<file path="src/common/rsr_pkg.sv">
// constants and carriers for the reset, strap and reference select block
// assumes one 200 MHz clock and an 8-bit register port at byte offsets
package rsr_pkg;
  // clock rate and reset hold time
  localparam int unsigned CLK_MHZ      = 200;
  localparam int unsigned HOLD_TIME_MS = 500;
  localparam int unsigned HOLD_CYC     = HOLD_TIME_MS * 1000 * CLK_MHZ;
  localparam int unsigned CNT_W        = 27;
  // register offsets
  localparam logic [7:0] ADR_NOM_LO  = 8'h04;
  localparam logic [7:0] ADR_NOM_MID = 8'h05;
  localparam logic [7:0] ADR_NOM_HI  = 8'h06;
  localparam logic [7:0] ADR_IN_MODE = 8'h09;
  localparam logic [7:0] ADR_SW_CNFG = 8'h0B;
  localparam logic [7:0] ADR_SEL     = 8'h10;
  localparam logic [7:0] ADR_LOOP    = 8'h11;
  localparam logic [7:0] ADR_STATUS  = 8'h12;
  // field positions
  localparam int unsigned RATE_BIT   = 2;
  localparam int unsigned FAST_BIT   = 4;
  // loop filter step limits
  localparam logic [3:0] BW_MAX      = 4'hA;
  localparam logic [2:0] DAMP_MAX    = 3'h4;
  // calibration limit, units of 0.0001 ppm
  localparam logic signed [23:0] CAL_MAX = 24'sh711150;
  localparam logic signed [23:0] CAL_MIN = -24'sh711150;
  // values after reset
  localparam logic [23:0] NOM_RST    = 24'h000000;
  localparam logic [7:0]  SEL_RST    = 8'h00;
  localparam logic [3:0]  BW_RST     = 4'h0;
  localparam logic [2:0]  DAMP_RST   = 3'h0;

  typedef enum logic [1:0] {
    RSR_FREE = 2'b00,
    RSR_LOCK = 2'b01,
    RSR_HOLD = 2'b10
  } rsr_mode_t;

  // forced mode codes in the select register
  localparam logic [1:0] FORCE_AUTO = 2'h0;
  localparam logic [1:0] FORCE_FREE = 2'h1;
  localparam logic [1:0] FORCE_LOCK = 2'h2;
  localparam logic [1:0] FORCE_HOLD = 2'h3;

  typedef struct packed {
    logic       manual;
    logic       manual_two;
    logic [1:0] forced;
    logic [3:0] bw;
    logic [2:0] damp;
  } rsr_cfg_t;
endpackage

</file>
<file path="src/hdl/rsr_top.sv">
// reset hold, strap capture, reference select and loop mode control
// assumes pins and register port synchronous to the 200 MHz clk
`timescale 1ns/100ps
module rsr_top #(
  parameter int unsigned HOLD_CYC = rsr_pkg::HOLD_CYC
) (
  input  wire logic        clk,
  input  wire logic        rst_n,
  input  wire logic        fast_ref_pick_pin,
  input  wire logic        rate_family_strap_pin,
  input  wire logic        diff_ref_one_ok,
  input  wire logic        diff_ref_two_ok,
  input  wire logic [23:0] trk_freq_word,
  input  wire logic [7:0]  reg_addr,
  input  wire logic [7:0]  reg_wdata,
  input  wire logic        reg_we,
  input  wire logic        reg_re,
  output logic      [7:0]  reg_rdata,
  output logic             in_reset,
  output logic             ref_two_sel,
  output logic      [1:0]  loop_mode,
  output logic      [23:0] loop_freq_word,
  output logic      [3:0]  loop_bw,
  output logic      [2:0]  loop_damp,
  output logic             rate_family_select
);
  localparam logic [rsr_pkg::CNT_W-1:0] HOLD_LAST =
    rsr_pkg::CNT_W'(HOLD_CYC - 1);

  logic [rsr_pkg::CNT_W-1:0] hold_cnt_ff;
  logic                      in_reset_ff;
  logic                      fast_en_ff;
  logic                      rate_ff;
  logic [23:0]               nom_ff;
  rsr_pkg::rsr_cfg_t         cfg_ff;
  rsr_pkg::rsr_mode_t        mode_ff;
  rsr_pkg::rsr_mode_t        nxt_mode;
  logic                      ref_two_ff;
  logic                      nxt_ref_two;
  logic [23:0]               hold_word_ff;
  logic [23:0]               freq_ff;
  logic [7:0]                rdata_ff;
  logic                      sel_ok;
  logic                      wr_ok;

  // clamp a signed calibration word to the allowed span
  function automatic logic [23:0] cal_clamp(input logic [23:0] raw);
    if ($signed(raw) > rsr_pkg::CAL_MAX) begin
      cal_clamp = rsr_pkg::CAL_MAX;
    end else if ($signed(raw) < rsr_pkg::CAL_MIN) begin
      cal_clamp = rsr_pkg::CAL_MIN;
    end else begin
      cal_clamp = raw;
    end
  endfunction

  // writes are dropped while the block is still held in reset
  assign wr_ok  = reg_we && !in_reset_ff;
  assign sel_ok = ref_two_ff ? diff_ref_two_ok : diff_ref_one_ok;

  // internal reset: held while pin low, then a fixed hold count
  always_ff @(posedge clk) begin
    if (!rst_n) begin
      hold_cnt_ff <= '0;
      in_reset_ff <= 1'b1;
    end else if (in_reset_ff) begin
      if (hold_cnt_ff == HOLD_LAST) begin
        in_reset_ff <= 1'b0;
      end else begin
        hold_cnt_ff <= hold_cnt_ff + 1'b1;
      end
    end
  end

  // strap bits track the pins until release, then only software writes
  always_ff @(posedge clk) begin
    if (!rst_n) begin
      fast_en_ff <= 1'b0;
      rate_ff    <= 1'b0;
    end else if (in_reset_ff) begin
      fast_en_ff <= fast_ref_pick_pin;
      rate_ff    <= rate_family_strap_pin;
    end else begin
      if (wr_ok && reg_addr == rsr_pkg::ADR_SW_CNFG) begin
        fast_en_ff <= reg_wdata[rsr_pkg::FAST_BIT];
      end
      if (wr_ok && reg_addr == rsr_pkg::ADR_IN_MODE) begin
        rate_ff <= reg_wdata[rsr_pkg::RATE_BIT];
      end
    end
  end

  // calibration word, three byte registers
  always_ff @(posedge clk) begin
    if (!rst_n) begin
      nom_ff <= rsr_pkg::NOM_RST;
    end else if (wr_ok) begin
      unique case (reg_addr)
        rsr_pkg::ADR_NOM_LO:  nom_ff[7:0]   <= reg_wdata;
        rsr_pkg::ADR_NOM_MID: nom_ff[15:8]  <= reg_wdata;
        rsr_pkg::ADR_NOM_HI:  nom_ff[23:16] <= reg_wdata;
        default: ;
      endcase
    end
  end

  // selection and loop filter settings; out of range steps saturate
  always_ff @(posedge clk) begin
    if (!rst_n) begin
      cfg_ff <= {rsr_pkg::SEL_RST[3:0], rsr_pkg::BW_RST, rsr_pkg::DAMP_RST};
    end else if (wr_ok && reg_addr == rsr_pkg::ADR_SEL) begin
      cfg_ff.manual     <= reg_wdata[0];
      cfg_ff.manual_two <= reg_wdata[1];
      cfg_ff.forced     <= reg_wdata[3:2];
    end else if (wr_ok && reg_addr == rsr_pkg::ADR_LOOP) begin
      cfg_ff.bw   <= (reg_wdata[3:0] > rsr_pkg::BW_MAX) ?
                     rsr_pkg::BW_MAX : reg_wdata[3:0];
      cfg_ff.damp <= (reg_wdata[6:4] > rsr_pkg::DAMP_MAX) ?
                     rsr_pkg::DAMP_MAX : reg_wdata[6:4];
    end
  end

  // reference choice: fast pin, then manual, then automatic fallback
  always_comb begin
    nxt_ref_two = ref_two_ff;
    if (fast_en_ff) begin
      nxt_ref_two = !fast_ref_pick_pin;
    end else if (cfg_ff.manual) begin
      nxt_ref_two = cfg_ff.manual_two;
    end else if (diff_ref_one_ok) begin
      nxt_ref_two = 1'b0;
    end else if (diff_ref_two_ok) begin
      nxt_ref_two = 1'b1;
    end
  end

  always_ff @(posedge clk) begin
    if (!rst_n || in_reset_ff) begin
      ref_two_ff <= 1'b0;
    end else begin
      ref_two_ff <= nxt_ref_two;
    end
  end

  // loop mode machine; forced codes override the automatic path
  always_comb begin
    nxt_mode = mode_ff;
    unique case (cfg_ff.forced)
      rsr_pkg::FORCE_FREE: nxt_mode = rsr_pkg::RSR_FREE;
      rsr_pkg::FORCE_LOCK: nxt_mode = rsr_pkg::RSR_LOCK;
      rsr_pkg::FORCE_HOLD: nxt_mode = rsr_pkg::RSR_HOLD;
      rsr_pkg::FORCE_AUTO: begin
        unique case (mode_ff)
          rsr_pkg::RSR_FREE: if (sel_ok) nxt_mode = rsr_pkg::RSR_LOCK;
          rsr_pkg::RSR_LOCK: if (!sel_ok) nxt_mode = rsr_pkg::RSR_HOLD;
          rsr_pkg::RSR_HOLD: if (sel_ok) nxt_mode = rsr_pkg::RSR_LOCK;
          default:           nxt_mode = rsr_pkg::RSR_FREE;
        endcase
      end
    endcase
  end

  always_ff @(posedge clk) begin
    if (!rst_n || in_reset_ff) begin
      mode_ff <= rsr_pkg::RSR_FREE;
    end else begin
      mode_ff <= nxt_mode;
    end
  end

  // holdover keeps the last word seen while locked
  always_ff @(posedge clk) begin
    if (!rst_n) begin
      hold_word_ff <= rsr_pkg::NOM_RST;
    end else if (mode_ff == rsr_pkg::RSR_LOCK) begin
      hold_word_ff <= trk_freq_word;
    end
  end

  // frequency word handed to the loop, registered for a clean output
  always_ff @(posedge clk) begin
    if (!rst_n) begin
      freq_ff <= rsr_pkg::NOM_RST;
    end else begin
      unique case (mode_ff)
        rsr_pkg::RSR_LOCK: freq_ff <= trk_freq_word;
        rsr_pkg::RSR_HOLD: freq_ff <= hold_word_ff;
        default:           freq_ff <= cal_clamp(nom_ff);
      endcase
    end
  end

  // read data valid only in the cycle after the strobe, else zero
  always_ff @(posedge clk) begin
    if (!rst_n || !reg_re) begin
      rdata_ff <= 8'h00;
    end else begin
      unique case (reg_addr)
        rsr_pkg::ADR_NOM_LO:  rdata_ff <= nom_ff[7:0];
        rsr_pkg::ADR_NOM_MID: rdata_ff <= nom_ff[15:8];
        rsr_pkg::ADR_NOM_HI:  rdata_ff <= nom_ff[23:16];
        rsr_pkg::ADR_IN_MODE: rdata_ff <= {5'h00, rate_ff, 2'h0};
        rsr_pkg::ADR_SW_CNFG: rdata_ff <= {3'h0, fast_en_ff, 4'h0};
        rsr_pkg::ADR_SEL:     rdata_ff <= {4'h0, cfg_ff.forced,
                                           cfg_ff.manual_two, cfg_ff.manual};
        rsr_pkg::ADR_LOOP:    rdata_ff <= {1'b0, cfg_ff.damp, cfg_ff.bw};
        rsr_pkg::ADR_STATUS:  rdata_ff <= {3'h0, diff_ref_two_ok,
                                           diff_ref_one_ok, mode_ff,
                                           ref_two_ff};
        default:              rdata_ff <= 8'h00; // unmapped reads zero
      endcase
    end
  end

  // every output straight from a flip-flop, all on clk
  assign reg_rdata          = rdata_ff;
  assign in_reset           = in_reset_ff;
  assign ref_two_sel        = ref_two_ff;
  assign loop_mode          = mode_ff;
  assign loop_freq_word     = freq_ff;
  assign loop_bw            = cfg_ff.bw;
  assign loop_damp          = cfg_ff.damp;
  assign rate_family_select = rate_ff;
endmodule // rsr_top

</file>
<file path="config.mk">
export PLATFORM = sky130hd
export DESIGN_NAME = rsr_top
export DESIGN_NICKNAME = d
export VERILOG_FILES = /design/src/common/rsr_pkg.sv /design/src/hdl/rsr_top.sv
export SDC_FILE = /design/constraint.sdc
export NUM_CORES = 1
export LEC_CHECK = 0
export BUFFER_PORTS_ARGS = -buffer_cell sky130_fd_sc_hd__buf_2
export CORE_MARGIN = 5
export CORE_UTILIZATION = 56
export DETAILED_ROUTE_END_ITERATION = 16
export GPL_TIMING_DRIVEN = 0
export PLACE_DENSITY = 0.87
export SLEW_MARGIN = 20
export SYNTH_ARGS = -nofsm -noshare
export SYNTH_HDL_FRONTEND = slang
export SYNTH_SLANG_ARGS = --single-unit
</file>
<file path="constraint.sdc">
create_clock -name clk -period 2.46 [get_ports clk]
set_clock_uncertainty 0.2 [all_clocks]
set_input_delay 0.123 -clock clk [delete_from_list [all_inputs] [get_ports clk]]
set_output_delay 0.123 -clock clk [all_outputs]
set_load 0.01 [all_outputs]
</file>
==> metrics <==
full die area=12,300 um^2; CP delay by family, top=buffers and inverters; Yosys cell types=59; CTS Sinks=124; first-pass GRT wire length=29.5 mm; die width=111 um; First-pass DRT Iterations=6; minimum clock period=2.43 ns; FF-to-FF Start=nom_ff[5]; Finished Layout Cells=975; net switching power=1.04 mW; Final Setup Violations=0; clk_lat worst skew=0.52 ns; largest net degree at the start of global routing=17; Root Driver=clkbuf_8; CP Buf/Inv Count=3; Leak=2.85 nW; Ports=92; Worst-Margin Slew=0.746 ns; cell area after synthesis=5700 um^2; slowest stage delay, CP=0.60 ns; critical path arrival=2.63 ns; drt drc=0; number of DRC markers in iteration 0=722; Buffers on Ports=88; reg2reg path depth=10; fin. max-slew vios=0; dpl ws=-0.0798 ns; worst hold path type=in -> reg; Post-Syn Nets=725; Comb pwr share=5.1%; Synth area leader=dfxtp_1; most frequent cell after synthesis=dfxtp_1; P&R area growth vs syn=30.0%; commonest cells in the synthesized netlist=dfxtp_1 (124), nand2_1 (82), a21oi_1 (55), nor2_1 (55), nand3_1 (48); ranking of synthesized cells by area=dfxtp_1 (44%), mux2i_1 (6.7%), nand2_1 (5.4%); Worst Hold Endpoint=reg_rdata[4]; critical path data required time=2.66 ns; internal power=3.36 mW; Post-layout nets=884; Fin Hold WS=0.0545 ns; ANT cells=0; gr ovfl total=0; Mapped Cells=670; post-synth top area share=43.5%; register area share after synthesis=43.5%; CTS tree=yes; register bit total from synthesis=124; share of post-route cells with drive strength above 1=20.2%; CP Cell Sequence=buf_2 -> dlygate4sd3_1 -> nor4_2 -> and3_1 -> and3_1 -> mux2i_1 -> dlygate4sd3_1 -> a21oi_1; per-cell routed wire length=18.8 um; fin crit share=98.7%; antenna violation net count after detailed routing=0; YS warnings=0; peak supply drop=0.658 mV; sequential power share=45.9%; H-tree levels=4; final HPWL from detailed placement=12.0 mm; Chip Height=111 um; WL final=18.4 mm; Worst-path clk slew=0.06 ns; Power Dens Cells=594 nW/um^2; core box area=9860 um^2; GRT Resource Usage Total=29.2%; R2R Path End=loop_freq_word[9]; final hold vios=0; Clock Tree Buf Depth=2; # rows=36; CP Class=in -> reg; Hold Startpoint=reg_addr[0]; Slew headroom=50.2%; top_reg_cell synth=dfxtp_1; Initial Utilization=57.8%; setup TNS=0 ns; number of enable flip-flop cells after synthesis=0; Critical Path Fanout Max=4; vias in the first global route=5,999; final RePlAce weighted congestion=0.918; DR vias/cell=6.19; Vias=6,035; Max Clk Rate=412 MHz; Clk pwr share=49.1%; Inserted Clock Buffers=17; slowest cell on the critical path=dlygate4sd3_1; status=complete, no violations; Startpoint Class=input port; Mean Syn Cell Area=8.51 um^2; post-synthesis async set-or-reset flop share=0%; max capacitance violation total=0; worst setup margin=0.0319 ns; r2r setup slk=0.04 ns; initial antenna violation count=0; sw frac=23.6%; element type at the critical path end=flop; placed insts=891; WHS Path Cells=4
logic make-up (layout without fill, tap and decap cells):
group / Yosys count / after routing / synth area share (%)
compound gates: 157 / 157 / 17.7
xor+xnor: 13 / 13 / 2.00
fa+ha+maj: 7 / 7 / 1.54
buf+inv: 56 / 228 / 4.41
flops: 124 / 124 / 43.5
mux: 38 / 38 / 6.67
simple gates: 275 / 275 / 24.1
registers in the layout, summed over array words and instances, names as in the netlist, 2 cells and up:
signal          flops
cfg_ff              4
hold_cnt_ff        27
hold_word_ff       24
loop_bw             4
loop_damp           3
loop_freq_word     24
loop_mode           2
nom_ff             24
reg_rdata           8
final cells by class:
| type | instances | area, um^2 |
|---|---|---|
| Multi-Input combinational cell | 490 | 3020 |
| Buffer | 47 | 231 |
| Inverter | 9 | 33.8 |
| Clock buffer | 20 | 435 |
| Tap cell | 133 | 166 |
| Sequential cell | 124 | 2490 |
| Fill cell | 647 | 2450 |
| Timing Repair Buffer | 140 | 956 |
| Clock inverter | 12 | 75.1 |
what timing repair did:
item	CTS	global route
resized for setup	10	34
hold endpoints to repair	97	1
hold buffers	50	1
setup endpoints to repair	18	44
cloned	0	0
pin swaps	0	3
setup buffers	0	2
worst max-delay path by stage:
stage	start	slack, ns	cells after the start	endpoint
global placement	nom_ff[18]	-0.06	9	loop_freq_word[15]
global route	nom_ff[5]	-0.02	10	loop_freq_word[9]
floorplan	nom_ff[19]	0.21	9	loop_freq_word[19]
detailed placement	nom_ff[18]	-0.08	9	loop_freq_word[17]
finish	reg_addr[5]	0.03	8	fast_en_ff
CTS	nom_ff[19]	0.02	9	loop_freq_word[17]
worst min-delay path: cells and delay by family:
family | cells | cell delay, ns
AND/OR/NAND/NOR | 2 | 0.35
buffers and inverters | 1 | 0.18
AO/OA/AOI/OAI | 1 | 0.07
power groups by stage:
stage                     Combinational (mW)  Clock [mW]  Sequential, mW
after CTS                              0.209        2.15            2.02
final                                  0.223        2.16            2.02
after detailed placement               0.149           0            2.06
after global routing                   0.236        2.28            2.02
after global placement                 0.146           0            2.06
after floorplan                       0.0678           0            2.06
layout by cell type, fill, tap and decap left out, types with 5 or more instances in the layout:
cell type      instances
o21ai_1                9
dfxtp_1              118
or4_1                  8
clkinv_2               6
nand2_1               82
o21ai_0               20
nor3_1                20
inv_1                  9
a22o_1                 7
dlygate4sd3_1         50
xor2_1                12
buf_2                 92
dfxtp_2                5
clkbuf_1              29
a21oi_1               55
or3_1                  5
nand3_1               48
and3_1                 6
a22oi_1               15
o21a_1                 8
nor2_1                55
nor3b_1                5
clkinvlp_4             6
o31ai_1                7
mux2i_1               38
ha_1                   7
buf_4                 12
nand4_1               12
clkbuf_16             16
a211oi_1               5
metal layers:
layer	GRT usage (%)	share of wire, %	routed length [um]
met5	0	0	0
met4	13.9	3.9	724
met3	8.90	9.3	1700
met2	49.2	49	8990
met1	33.9	38	6960
through the flow:
| step | cell area [um^2] | utilization (%) | total power, mW |
|---|---|---|---|
| floorplan | 5700 | - | 2.13 |
| global placement | 6310 | 63.9 | 2.21 |
| detailed placement | 6310 | 63.9 | 2.21 |
| CTS | 7330 | 74.3 | 4.38 |
| global route | 7410 | 75.2 | 4.53 |
| finish | 7410 | 75.2 | 4.41 |
(Power assumes the default switching activity.)
